`src/hdl/darc_pkg.sv`:
```
// Package for the DRAM area and refresh control block.
// Assumes a single 40 MHz clock and an AXI4-Lite register port.
package darc_pkg;
   // ---------------------------------------------------------------
   // Register map and layout
   // ---------------------------------------------------------------
   localparam logic [3:0] DARC_ADDR_AREA = 4'h0;
   localparam logic [3:0] DARC_ADDR_REFR = 4'h4;
   localparam logic [3:0] DARC_ADDR_CTRL = 4'h8;
   localparam logic [3:0] DARC_ADDR_STAT = 4'hC;
   localparam logic [15:0] DARC_AREA_RST = 16'h0000;
   localparam logic [15:0] DARC_REFR_RST = 16'h0000;
   localparam logic [7:0] DARC_REFR_KEY = 8'h5A;
   localparam logic [7:0] DARC_CMP_RST = 8'hFF;
   localparam int DARC_B_SCHEME = 15;
   localparam int DARC_B_RASHOLD = 14;
   localparam int DARC_B_TPC = 13;
   localparam int DARC_B_BURST = 12;
   localparam int DARC_B_DUTY = 11;
   localparam int DARC_B_MUX = 10;
   localparam int DARC_B_SHIFT = 8;
   localparam int DARC_B_RFEN = 7;
   localparam int DARC_B_RKIND = 6;
   localparam int DARC_B_RWAIT = 4;
   localparam logic [15:0] DARC_AREA_MASK = 16'hFF00;
   localparam logic [15:0] DARC_REFR_MASK = 16'h00F0;
   localparam logic [1:0] DARC_RESP_OK = 2'b00;
   localparam logic [1:0] DARC_RESP_ERR = 2'b10;
   // Column state is split into 20 phase ticks for duty shaping.
   localparam logic [4:0] DARC_COL_TICKS = 5'd20;
   localparam logic [4:0] DARC_HI50 = 5'd10;
   localparam logic [4:0] DARC_HI35 = 5'd7;
   typedef enum logic [6:0] {
      DARC_IDLE = 7'b000_0001,
      DARC_ROW = 7'b000_0010,
      DARC_COL = 7'b000_0100,
      DARC_PRE = 7'b000_1000,
      DARC_RCAS = 7'b001_0000,
      DARC_RRAS = 7'b010_0000,
      DARC_SELF = 7'b100_0000
   } darc_state_e;
endpackage

```
`src/hdl/darc_top.sv`:
```
// DRAM area control and refresh control: registers, strobe generation,
// address multiplexing, burst row compare and refresh sequencing.
// Assumes one clock, synchronous active-low reset and AXI4-Lite master.
//
// Our own choices: the AXI4-Lite register port and the register offsets.
`timescale 1ns/1ps
module darc_top #(
   parameter int ADDR_W = 28
) (
   input wire logic aclk,
   input wire logic aresetn,
   input wire logic [3:0] s_axi_awaddr,
   input wire logic s_axi_awvalid,
   output logic s_axi_awready,
   input wire logic [31:0] s_axi_wdata,
   input wire logic [3:0] s_axi_wstrb,
   input wire logic s_axi_wvalid,
   output logic s_axi_wready,
   output logic [1:0] s_axi_bresp,
   output logic s_axi_bvalid,
   input wire logic s_axi_bready,
   input wire logic [3:0] s_axi_araddr,
   input wire logic s_axi_arvalid,
   output logic s_axi_arready,
   output logic [31:0] s_axi_rdata,
   output logic [1:0] s_axi_rresp,
   output logic s_axi_rvalid,
   input wire logic s_axi_rready,
   input wire logic dram_space_enable,
   input wire logic refresh_wait_enable,
   input wire logic phase_tick,
   input wire logic req_valid,
   output logic req_ready,
   input wire logic [ADDR_W-1:0] req_addr,
   input wire logic req_write,
   input wire logic req_wide,
   input wire logic req_hi_byte,
   input wire logic req_lo_byte,
   output logic [ADDR_W-1:0] dram_addr,
   output logic ras_n,
   output logic high_column_strobe_n,
   output logic low_column_strobe_n,
   output logic high_write_strobe_n,
   output logic low_write_strobe_n,
   output logic refresh_active
);
   import darc_pkg::*;

   // ---------------------------------------------------------------
   // Registers
   // ---------------------------------------------------------------
   logic [15:0] area_r;
   logic [15:0] refr_r;
   logic [7:0] cmp_r;
   logic [7:0] cnt_r;
   logic cmf_r;
   logic aw_hold_r, w_hold_r;
   logic [3:0] awaddr_r;
   logic [31:0] wdata_r;
   logic [3:0] wstrb_r;
   darc_state_e st_r;
   logic [2:0] wcnt_r;
   logic [4:0] ph_r;
   logic [ADDR_W-1:0] row_r, addr_r;
   logic row_ok_r, cbr_pend_r, wr_r, wide_r, hi_r, lo_r, acc_pend_r;

   // Returns the row address bits kept after the selected shift.
   function automatic logic [ADDR_W-1:0] row_of(
      input logic [ADDR_W-1:0] a, input logic [1:0] sel);
      logic [ADDR_W-1:0] r;
      r = '0;
      case (sel)
         2'b00: r = a >> 8;
         2'b01: r = a >> 9;
         2'b10: r = a >> 10;
         default: r = a >> 8;
      endcase
      return r;
   endfunction

   logic area_on;
   logic [1:0] shift_sel;
   logic cbr_mode, self_mode, match, wr_go, row_hit;
   assign area_on = dram_space_enable;
   assign shift_sel = area_r[DARC_B_SHIFT +: 2];
   assign cbr_mode = refr_r[DARC_B_RFEN] & ~refr_r[DARC_B_RKIND];
   assign self_mode = refr_r[DARC_B_RFEN] & refr_r[DARC_B_RKIND];
   assign match = phase_tick && (cnt_r == cmp_r);
   // Reserved shift code compares like code 00 so the state stays sane.
   assign row_hit = area_r[DARC_B_BURST] && row_ok_r &&
      (row_of(req_addr, shift_sel) == row_of(row_r, shift_sel));
   assign wr_go = aw_hold_r && w_hold_r && !s_axi_bvalid;

   // ---------------------------------------------------------------
   // AXI4-Lite write side
   // ---------------------------------------------------------------
   // Address and data are latched independently, in either order.
   always_ff @(posedge aclk) begin
      if (!aresetn) begin
         aw_hold_r <= 1'b0;
         w_hold_r <= 1'b0;
         awaddr_r <= 4'h0;
         wdata_r <= 32'h0000_0000;
         wstrb_r <= 4'h0;
         s_axi_bvalid <= 1'b0;
         s_axi_bresp <= DARC_RESP_OK;
      end else begin
         if (s_axi_awvalid && s_axi_awready) begin
            aw_hold_r <= 1'b1;
            awaddr_r <= s_axi_awaddr;
         end
         if (s_axi_wvalid && s_axi_wready) begin
            w_hold_r <= 1'b1;
            wdata_r <= s_axi_wdata;
            wstrb_r <= s_axi_wstrb;
         end
         if (wr_go) begin
            aw_hold_r <= 1'b0;
            w_hold_r <= 1'b0;
            s_axi_bvalid <= 1'b1;
            s_axi_bresp <= (awaddr_r[3:2] == DARC_ADDR_STAT[3:2]) ?
               DARC_RESP_ERR : DARC_RESP_OK;
         end else if (s_axi_bvalid && s_axi_bready) begin
            s_axi_bvalid <= 1'b0;
         end
      end
   end
   assign s_axi_awready = !aw_hold_r;
   assign s_axi_wready = !w_hold_r;

   // Register stores; keyed word write protects refresh control.
   always_ff @(posedge aclk) begin
      if (!aresetn) begin
         area_r <= DARC_AREA_RST;
         refr_r <= DARC_REFR_RST;
         cmp_r <= DARC_CMP_RST;
      end else if (wr_go) begin
         case (awaddr_r)
            DARC_ADDR_AREA: begin
               if (wstrb_r[1])
                  area_r[15:8] <= wdata_r[15:8];
            end
            DARC_ADDR_REFR: begin
               // Both byte lanes and the key must be present.
               if (wstrb_r[1:0] == 2'b11 &&
                   wdata_r[15:8] == DARC_REFR_KEY)
                  refr_r <= {8'h00, wdata_r[7:0]} & DARC_REFR_MASK;
            end
            DARC_ADDR_CTRL: begin
               if (wstrb_r[0])
                  cmp_r <= wdata_r[7:0];
            end
            default: begin
            end
         endcase
      end
   end

   // ---------------------------------------------------------------
   // AXI4-Lite read side
   // ---------------------------------------------------------------
   always_ff @(posedge aclk) begin
      if (!aresetn) begin
         s_axi_rvalid <= 1'b0;
         s_axi_rdata <= 32'h0000_0000;
         s_axi_rresp <= DARC_RESP_OK;
      end else if (s_axi_arvalid && s_axi_arready) begin
         s_axi_rvalid <= 1'b1;
         s_axi_rresp <= DARC_RESP_OK;
         case (s_axi_araddr)
            DARC_ADDR_AREA: s_axi_rdata <= {16'h0000,
               area_r & DARC_AREA_MASK};
            DARC_ADDR_REFR: s_axi_rdata <= {16'h0000,
               refr_r & DARC_REFR_MASK};
            DARC_ADDR_CTRL: s_axi_rdata <= {24'h00_0000, cmp_r};
            DARC_ADDR_STAT: s_axi_rdata <= {16'h0000, cmf_r, 7'h00, cnt_r};
            default: begin
               s_axi_rdata <= 32'h0000_0000;
               s_axi_rresp <= DARC_RESP_ERR;
            end
         endcase
      end else if (s_axi_rvalid && s_axi_rready) begin
         s_axi_rvalid <= 1'b0;
      end
   end
   assign s_axi_arready = !s_axi_rvalid;

   // ---------------------------------------------------------------
   // Refresh timer
   // ---------------------------------------------------------------
   // Counter runs on phase_tick; the flag is sticky, set wins over clear.
   always_ff @(posedge aclk) begin
      if (!aresetn) begin
         cnt_r <= 8'h00;
         cmf_r <= 1'b0;
      end else begin
         if (match)
            cnt_r <= 8'h00;
         else if (phase_tick)
            cnt_r <= cnt_r + 8'h01;
         if (match)
            cmf_r <= 1'b1;
         else if (wr_go && awaddr_r == DARC_ADDR_STAT && wstrb_r[1] &&
                  !wdata_r[15])
            cmf_r <= 1'b0;
      end
   end

   // A match while refresh is off only flags; with CBR it queues a refresh.
   always_ff @(posedge aclk) begin
      if (!aresetn)
         cbr_pend_r <= 1'b0;
      else if (match && cbr_mode)
         cbr_pend_r <= 1'b1;
      else if (st_r == DARC_RCAS)
         cbr_pend_r <= 1'b0;
   end

   // ---------------------------------------------------------------
   // Access and refresh sequencer
   // ---------------------------------------------------------------
   // One state spans DARC_COL_TICKS clocks; ph_r counts within it.
   logic st_end;
   assign st_end = (ph_r == DARC_COL_TICKS - 5'd1);
   assign req_ready = area_on && !self_mode && !cbr_pend_r &&
      ((st_r == DARC_IDLE) || (st_r == DARC_COL && st_end));

   always_ff @(posedge aclk) begin
      if (!aresetn) begin
         st_r <= DARC_IDLE;
         ph_r <= 5'd0;
         wcnt_r <= 3'd0;
         acc_pend_r <= 1'b0;
         row_r <= '0;
         addr_r <= '0;
         row_ok_r <= 1'b0;
         {wr_r, wide_r, hi_r, lo_r} <= 4'b0000;
      end else begin
         ph_r <= (st_end || st_r == DARC_IDLE || st_r == DARC_SELF) ?
            5'd0 : ph_r + 5'd1;
         if (req_valid && req_ready) begin
            addr_r <= req_addr;
            {wr_r, wide_r, hi_r, lo_r} <=
               {req_write, req_wide, req_hi_byte, req_lo_byte};
            row_r <= req_addr;
            row_ok_r <= 1'b1;
            ph_r <= 5'd0;
            if (row_hit && st_r == DARC_COL && area_r[DARC_B_RASHOLD])
               st_r <= DARC_COL;
            else if (row_hit && st_r == DARC_IDLE && !ras_n)
               st_r <= DARC_COL;
            else if (!ras_n) begin
               st_r <= DARC_PRE;
               acc_pend_r <= 1'b1;
            end
            else
               st_r <= DARC_ROW;
         end else begin
            case (st_r)
               DARC_IDLE: begin
                  if (cbr_pend_r || self_mode) begin
                     row_ok_r <= 1'b0;
                     st_r <= ras_n ? DARC_RCAS : DARC_PRE;
                  end
               end
               DARC_ROW: if (st_end) st_r <= DARC_COL;
               DARC_COL: begin
                  if (st_end) begin
                     if (!area_r[DARC_B_RASHOLD] || cbr_pend_r ||
                         self_mode || !area_on) begin
                        st_r <= DARC_PRE;
                        row_ok_r <= 1'b0;
                     end else
                        st_r <= DARC_IDLE;
                  end
               end
               DARC_PRE: begin
                  if (st_end) begin
                     if (area_r[DARC_B_TPC] && wcnt_r == 3'd0)
                        wcnt_r <= 3'd1;
                     else begin
                        wcnt_r <= 3'd0;
                        acc_pend_r <= 1'b0;
                        // A request taken with the row open resumes here.
                        if (acc_pend_r)
                           st_r <= DARC_ROW;
                        else
                           st_r <= (cbr_pend_r || self_mode) ?
                              DARC_RCAS : DARC_IDLE;
                     end
                  end
               end
               DARC_RCAS: if (st_end) st_r <= self_mode ? DARC_SELF :
                  DARC_RRAS;
               DARC_RRAS: begin
                  if (st_end) begin
                     // Code n inserts n+1 wait states.
                     if (refresh_wait_enable && wcnt_r !=
                         {1'b0, refr_r[DARC_B_RWAIT +: 2]} + 3'd1)
                        wcnt_r <= wcnt_r + 3'd1;
                     else if (refresh_wait_enable) begin
                        wcnt_r <= 3'd0;
                        st_r <= DARC_PRE;
                     end else
                        st_r <= DARC_PRE;
                  end
               end
               DARC_SELF: if (!self_mode) st_r <= DARC_PRE;
               default: st_r <= DARC_IDLE;
            endcase
         end
      end
   end

   // ---------------------------------------------------------------
   // Pin outputs
   // ---------------------------------------------------------------
   // Column strobe low phase shaped by duty select; byte enables pick lanes.
   logic cas_lo, col_on, row_phase, ras_hold;
   logic [4:0] hi_len;
   logic [ADDR_W-1:0] mux_addr;
   assign hi_len = area_r[DARC_B_DUTY] ? DARC_HI35 : DARC_HI50;
   assign col_on = (st_r == DARC_COL) && (ph_r >= hi_len);
   assign ras_hold = (st_r == DARC_IDLE) && area_r[DARC_B_RASHOLD] &&
      row_ok_r;
   assign row_phase = (st_r == DARC_ROW);
   assign cas_lo = (st_r == DARC_RCAS) || (st_r == DARC_RRAS) ||
      (st_r == DARC_SELF);
   // Row goes out shifted only when multiplexing is on.
   assign mux_addr = !area_r[DARC_B_MUX] ? addr_r :
      (row_phase ? row_of(addr_r, shift_sel) : addr_r);

   always_ff @(posedge aclk) begin
      if (!aresetn) begin
         ras_n <= 1'b1;
         high_column_strobe_n <= 1'b1;
         low_column_strobe_n <= 1'b1;
         high_write_strobe_n <= 1'b1;
         low_write_strobe_n <= 1'b1;
         dram_addr <= '0;
         refresh_active <= 1'b0;
      end else begin
         ras_n <= !(row_phase || st_r == DARC_COL || ras_hold ||
            st_r == DARC_RRAS || st_r == DARC_SELF);
         low_column_strobe_n <= !(cas_lo || (col_on && (lo_r || !wide_r)));
         // Dual column scheme uses the high strobe on wide accesses.
         high_column_strobe_n <= !(cas_lo || (col_on && wide_r && hi_r &&
            !area_r[DARC_B_SCHEME]));
         low_write_strobe_n <= !((st_r == DARC_COL) && wr_r &&
            (area_r[DARC_B_SCHEME] && wide_r ? lo_r : 1'b1));
         high_write_strobe_n <= !((st_r == DARC_COL) && wr_r && wide_r &&
            hi_r && area_r[DARC_B_SCHEME]);
         dram_addr <= mux_addr;
         refresh_active <= cas_lo;
      end
   end

   // ---------------------------------------------------------------
   // Checks
   // ---------------------------------------------------------------
   property p_key;
      @(posedge aclk) disable iff (!aresetn)
      (wr_go && awaddr_r == DARC_ADDR_REFR &&
       wdata_r[15:8] != DARC_REFR_KEY) |=> $stable(refr_r);
   endproperty
   a_key: assert property (p_key) else $error("keyless write took");
   property p_match;
      @(posedge aclk) disable iff (!aresetn)
      match |=> (cnt_r == 8'h00) && cmf_r;
   endproperty
   a_match: assert property (p_match) else $error("match lost");
   property p_lowbyte;
      @(posedge aclk) disable iff (!aresetn)
      area_r[7:0] == 8'h00 && refr_r[15:8] == 8'h00 && refr_r[3:0] == 4'h0;
   endproperty
   a_lowbyte: assert property (p_lowbyte) else $error("reserved set");
   property p_8bit;
      @(posedge aclk) disable iff (!aresetn)
      (st_r == DARC_COL && !wide_r) |=> high_write_strobe_n &&
         (high_column_strobe_n || refresh_active);
   endproperty
   a_8bit: assert property (p_8bit) else $error("high strobe on 8-bit");
   property p_off;
      @(posedge aclk) disable iff (!aresetn)
      !area_on |-> !req_ready;
   endproperty
   a_off: assert property (p_off) else $error("access while off");
   property p_nocbr;
      @(posedge aclk) disable iff (!aresetn)
      (match && !refr_r[DARC_B_RFEN] && !cbr_pend_r) |=> !cbr_pend_r;
   endproperty
   a_nocbr: assert property (p_nocbr) else $error("refresh while off");
   property p_pre1;
      @(posedge aclk) disable iff (!aresetn)
      ($rose(st_r == DARC_PRE) && !area_r[DARC_B_TPC] && !self_mode)
         |-> ##20 (st_r != DARC_PRE);
   endproperty
   a_pre1: assert property (p_pre1) else $error("precharge length");
   property p_inval;
      @(posedge aclk) disable iff (!aresetn)
      (st_r == DARC_RCAS) |-> !row_ok_r;
   endproperty
   a_inval: assert property (p_inval) else $error("row kept");
endmodule

```
`config.mk`:
```
export PLATFORM = sky130hd
export DESIGN_NAME = darc_top
export DESIGN_NICKNAME = d
export VERILOG_FILES = /design/src/hdl/darc_pkg.sv /design/src/hdl/darc_top.sv
export SDC_FILE = /design/constraint.sdc
export NUM_CORES = 1
export LEC_CHECK = 0
export CAP_MARGIN = 10
export CORE_UTILIZATION = 40
export DETAILED_ROUTE_END_ITERATION = 10
export DONT_BUFFER_PORTS = 1
export GPL_TIMING_DRIVEN = 1
export MAX_ROUTING_LAYER = met4
export PLACE_DENSITY = 0.61
export SLEW_MARGIN = 20
export SYNTH_ARGS = -nofsm -noshare
export SYNTH_HDL_FRONTEND = slang
export SYNTH_SLANG_ARGS = --single-unit
```
`constraint.sdc`:
```
create_clock -name aclk -period 5.2 [get_ports aclk]
set_input_delay 0.78 -clock aclk [delete_from_list [all_inputs] [get_ports aclk]]
set_output_delay 0.78 -clock aclk [all_outputs]
set_load 0.1 [all_outputs]
```
## Word level (Yosys, flattened, before mapping)

Index checks and enable logic that the tools add are counted.

| cells by class | value |
|---|---|
| multiply operators | 0 |
| bitwise logic cells | 5 |
| mux-type cells | 54 |
| equality and inequality tests | 39 |
| divide/modulo/power cells | 0 |
| reduce and logical (&&, ||, !) cells | 94 |
| $add $sub $neg | 4 |
| magnitude comparators | 1 |
| shift-type cells | 0 |

Operators by type and width:

| cell | number |
|---|---|
| 20-bit case mux with 2 select lines | 2 |
| 7-bit 2-to-1 mux | 11 |
| 16-bit case mux with 4 select lines | 1 |
| 28-bit 2-to-1 mux | 2 |
| 7-bit case mux with 7 select lines | 1 |
| 1-bit logical AND | 39 |
| 20-bit by 28-bit == test with 1-bit output | 1 |
| 1-bit 2-to-1 mux | 21 |
| 4-bit 2-to-1 mux | 5 |
| 1-bit logical NOT | 17 |
| 4-bit == test (second input constant) | 4 |
| 1-bit logical OR | 16 |
| 5-bit 2-to-1 mux | 3 |
| 3-bit != test (second input constant) | 5 |
| 2-bit nonzero test | 7 |
| 3-bit 2-to-1 mux | 4 |
| 2-bit != test (second input constant) | 6 |
| 3-bit by 2-bit != test with 1-bit output (second input constant) | 4 |
| 3-bit AND reduction | 3 |
| 9-bit AND reduction | 1 |
| 8-bit by 1-bit adder with 8-bit output (second input constant) | 1 |
| 4-bit by 3-bit == test with 1-bit output (second input constant) | 2 |
| 8-bit by 7-bit == test with 1-bit output (second input constant) | 1 |
| 8-bit == test | 1 |
| other kinds (30) | 39 |

| storage, ports and cells | value |
|---|---|
| memories kept | 0 |
| bits of input ports | 87 |
| ROM bits | 0 |
| bits in latches | 0 |
| bits in registers | 175 |
| word-level logic and storage cells | 230 |
| RAM bits | 0 |

## Longest topological paths before layout

| depth | value |
|---|---|
| depth in word-level cells | 9 |
| mapped depth | 11 |
| depth with buffers taken out | 8 |

## Worst setup path before layout

No wires, ideal clock.

| timing path | value |
|---|---|
| path kind | register to register |
| from | register s_axi_rvalid |
| to | register s_axi_rdata[10] |
| path buffers | 1 |
| cell stages (with the launch flop) | 8 |
| slack | 2.236 ns |
| arrival | 2.897 ns |
| period minus slack after synthesis | 2.964 ns |
| cell sequence | dfxtp_1 inv_1 nand2_1 nor3_1 and2_0 clkbuf_1 a22oi_1 nor2b_1 |

| on the way | value |
|---|---|
| word-level cells in the longest chain between the ends | 2 |

RTL lines:

| item | RTL line | text |
|---|---|---|
| start: declaration | darc_top.sv:27 | `output logic s_axi_rvalid,` |
| start signal: assignment | darc_top.sv:164 | `s_axi_rvalid <= 1'b0;` |
| start signal: assignment | darc_top.sv:168 | `s_axi_rvalid <= 1'b1;` |
| start signal: assignment | darc_top.sv:183 | `s_axi_rvalid <= 1'b0;` |
| 1-bit logical NOT | darc_top.sv:186 | `assign s_axi_arready = !s_axi_rvalid;` |
| net s_axi_arready | darc_top.sv:24 | `output logic s_axi_arready,` |
| 1-bit logical AND | darc_top.sv:167 | `end else if (s_axi_arvalid && s_axi_arready) begin` |
| end signal: assignment | darc_top.sv:171 | `DARC_ADDR_AREA: s_axi_rdata <= {16'h0000,` |
| end signal: assignment | darc_top.sv:173 | `DARC_ADDR_REFR: s_axi_rdata <= {16'h0000,` |
| end signal: assignment | darc_top.sv:175 | `DARC_ADDR_CTRL: s_axi_rdata <= {24'h00_0000, cmp_r};` |
| end: declaration | darc_top.sv:25 | `output logic [31:0] s_axi_rdata,` |

The timed path passes the listed nets, and every way through them passes these cells.
A chain may end at the register's enable or synchronous reset.

## Worst setup path after layout

| timing path | value |
|---|---|
| from | register st_r[2] |
| to | output req_ready |

| on the way | value |
|---|---|
| word-level cells in the longest chain between the ends | 4 |
| elaborated cells on any way between the ends | 5 |

RTL lines:

| item | RTL line | text |
|---|---|---|
| start: declaration | darc_top.sv:61 | `darc_state_e st_r;` |
| start signal: assignment | darc_top.sv:263 | `st_r <= ras_n ? DARC_RCAS : DARC_PRE;` |
| start signal: assignment | darc_top.sv:288 | `st_r <= (cbr_pend_r \|\| self_mode) ?` |
| start signal: assignment | darc_top.sv:293 | `DARC_RCAS: if (st_end) st_r <= self_mode ? DARC_SELF :` |
| 7-bit by 3-bit == test with 1-bit output | darc_top.sv:226 | `((st_r == DARC_IDLE) \|\| (st_r == DARC_COL && st_end));` |
| 1-bit logical AND | darc_top.sv:226 |  |
| 1-bit logical OR (*) | darc_top.sv:226 |  |
| 1-bit logical AND (*) | darc_top.sv:225 | `assign req_ready = area_on && !self_mode && !cbr_pend_r &&` |
| end: declaration | darc_top.sv:33 | `output logic req_ready,` |

Mark *: on every way between the ends. The rest lies on a longest branch, timed or not.

==> metrics <==
post-CTS setup repair buffer count 0; detailed placement HPWL about 14000 microns; GRT Total Usage 0.2037; # diodes 0; hold buffer count at cts 0; CP arrival 2.77 ns; FILL cells 1966; Crit path max-delay family simple AND/OR/NAND/NOR gates; GPL Wtd Cong 0.9141; Post-Synth XOR/XNOR Area 0.02929; status finished clean; Hold Vio Cnt, Final 0; Post-layout nets 994; reg2reg start area_r[8]; most common cell after layout, fill and taps aside nand2_1; CP required 4.42 ns; std cell rows between 50 and 60; Cell Pwr Density 396.0 nW/um^2; fin. max-slew vios 0; layout cells sized above 1 0.07692; slowest CP cell and2_1; TritonRoute pass-1 iters 5; die area 20760 sq um; CTS Buffer Depth 2; mux contribution to synthesized area 0.04525; Final period util 0.6832; via count 6466; main combinational cell family by area after synthesis simple AND/OR/NAND/NOR gates; post-synthesis cell type count 75; async set-or-reset flop fraction in the synthesized netlist 0; worst hold-check path type reg -> reg; Die H 144.1 microns; hold path endpoint high_write_strobe_n; Routed WL per cell 17.01 microns; main flop type after synthesis dfxtp_1; Layout area overhead 8.244%; Port Buf Inserts 0; initial antenna violation count 0; most frequent cells in the layout nand2_1 (160), dfxtp_1 (157), nor2b_1 (59); WS Path Type reg -> out; crit end category primary output; setup TNS 0 ns; yosys warns 0; #FFs+latches synth about 160; number of max-cap violations 0; Post-Synthesis Cells 926; post-CTS resize count 0; Reg area 3143 sq um; Final setup viols 0; post-synthesis adder-cell area fraction 0.01550; first-pass GRT wire length 31860 microns; worst clock skew 0.01468 ns; R2R setup slack between 1.5 and 2 ns; number of flops mapped to enable cells by yosys 0; Setup crit start kind flip-flop; slowest cell delay on critical path 0.85 ns; Sink Count 157; vias in the first global route around 5.9k; H-tree levels 4; routed wire length 19980 microns; Hold Startpoint hi_r; worst skew pair latency 0.43 ns; area of the multi-input gates 4509 sq um; GRT overflow 0; Cell Chain, Critical Path nor3_2, nand4_1, o21ai_1, and2_1; vias per cell 5.503; synthesized area per cell 8.719 sq um; Inst Count DP 1142; Leak 3.116 nW; Core Area 19650 sq um; sequential fraction of the synthesis area 0.3893; Crit Path Max Fanout 8; Worst-Margin Slew 1.060 ns; TritonCTS clock tree done; worst r2r dst st_r[3]; Syn Std Cell Area 8074 sq um; Final WS setup around 1.6 ns; min Tclk post-route 3.553 ns; pre-CTS worst setup slack 2.037 ns; initial core utilization 0.4108; fmax roughly 280 MHz; io pins about 160; ANT nets after route 0; clock slew at reported path FFs about 0.080 ns; fin cells around 1.2k; RSZ-0062 raised after global routing false; FF-to-FF path depth 9; Slew HR 0.2925; Compound-Gate Fraction of Synth Area 0.2049; DRC viols 0; synthesized-area fraction occupied by and/or/nand/nor cells 0.2531; largest net degree at the start of global routing 144; root buf cell clkbuf_16; total CTS buffers 17; drt first-iter violations 537; die width 144.1 microns; peak supply drop 0.2290 mV; hold depth 1; hold_ws 0.4343 ns; critical path buffer and inverter count 0
cell families (layout without fill, tap and decap cells):
family / count (synthesis) / in the layout
simple gates: 386 / 386
compound gates: 215 / 215
flops: 157 / 157
buf+inv: 94 / 61
mux: 36 / 36
xor+xnor: 27 / 27
fa+ha+maj: 10 / 10
other cells: 1 / 18
layer usage:
layer | share of wire | GRT usage
met5 | 0 | -
met3 | 0.058 | 0.05232
met1 | 0.49 | 0.2764
met4 | 0.014 | 0.05711
met2 | 0.44 | 0.2962
worst register-to-register path, cell delays in order (launching register included):
cell and delay (ns):
dfxtp_1 0.38, inv_1 0.06, ha_2 0.90, buf_4 0.38
inv_2 0.06, o21ai_0 0.55, xnor2_1 0.20, nor3_2 0.26
nand4_1 0.15, o221a_1 0.26
state kept, by name, summed over array words and instances, names as in the netlist, 4 cells and up:
| register | flops |
|---|---|
| cmp_r | 8 |
| ph_r | 5 |
| awaddr_r | 4 |
| addr_r | 28 |
| dram_addr | 28 |
| wdata_r | 16 |
| cnt_r | 8 |
| refr_r | 4 |
| st_r | 7 |
| area_r | 8 |
| s_axi_rdata | 16 |
metrics by stage:
| step | total power (W) | utilization | instance area (sq um) |
|---|---|---|---|
| floorplan | 0.002102 | - | 8138 |
| global placement | 0.002201 | 0.4130 | 8118 |
| detailed placement | 0.002211 | 0.4130 | 8118 |
| CTS | 0.003486 | 0.4435 | 8716 |
| global route | 0.003623 | 0.4447 | 8740 |
| finish | 0.003461 | 0.4447 | 8740 |
layout make-up:
cell class	instances	share of cell area
Multi-Input combinational cell	692	0.5160
Sequential cell	157	0.3596
Clock buffer	17	0.04868
Tap cell	265	0.03794
Clock inverter	15	0.01976
Timing Repair Buffer	11	0.01031
Inverter	18	0.007731
how the worst max path moves through the flow:
stage                           end         start  cells after the start
floorplan           s_axi_rdata[10]  s_axi_rvalid                      7
global placement         acc_pend_r     area_r[8]                      9
detailed placement          st_r[3]     area_r[8]                      9
CTS                       req_ready       st_r[2]                      4
global route              req_ready       st_r[2]                      4
finish                    req_ready       st_r[2]                      4
synthesized netlist by cell type, types with 3 or more instances:
master	count	area, sq um
xor2_1	18	157.7
mux2_2	4	45.04
nand4b_1	10	87.58
o211ai_1	16	120.1
clkbuf_1	31	116.4
xnor2_1	9	78.83
a221o_1	17	170.2
a21oi_1	17	85.08
a21boi_0	30	225.2
nand2_1	160	600.6
dfxtp_1	157	3143
buf_6	4	45.04
buf_4	24	180.2
a21boi_1	30	225.2
nor3_1	11	55.05
nor2_1	33	123.9
ha_1	10	125.1
a211o_1	7	61.31
nand3_1	14	70.07
and4_1	9	78.83
a22oi_1	16	120.1
a211oi_1	7	52.55
and3_1	10	62.56
buf_2	15	75.07
a221oi_1	14	122.6
a22o_1	4	35.03
nor2b_1	59	369.1
inv_1	16	60.06
o22ai_1	3	18.77
nor4_2	3	37.54
or3_1	8	50.05
nand3b_1	6	45.04
nand4_1	8	50.05
o21ai_0	26	130.1
nand2b_1	19	118.9
a31oi_1	4	25.02
mux2i_1	32	320.3
and2_1	19	118.9
report_power, final:
part           internal, W  total [W]  switching, W
Combinational     0.000222   0.000651      0.000428
Sequential         0.00129    0.00154      0.000244
Clock             0.000690    0.00127      0.000585
Total              0.00220    0.00346       0.00126
No activity file was read; power rests on OpenSTA's default activity.
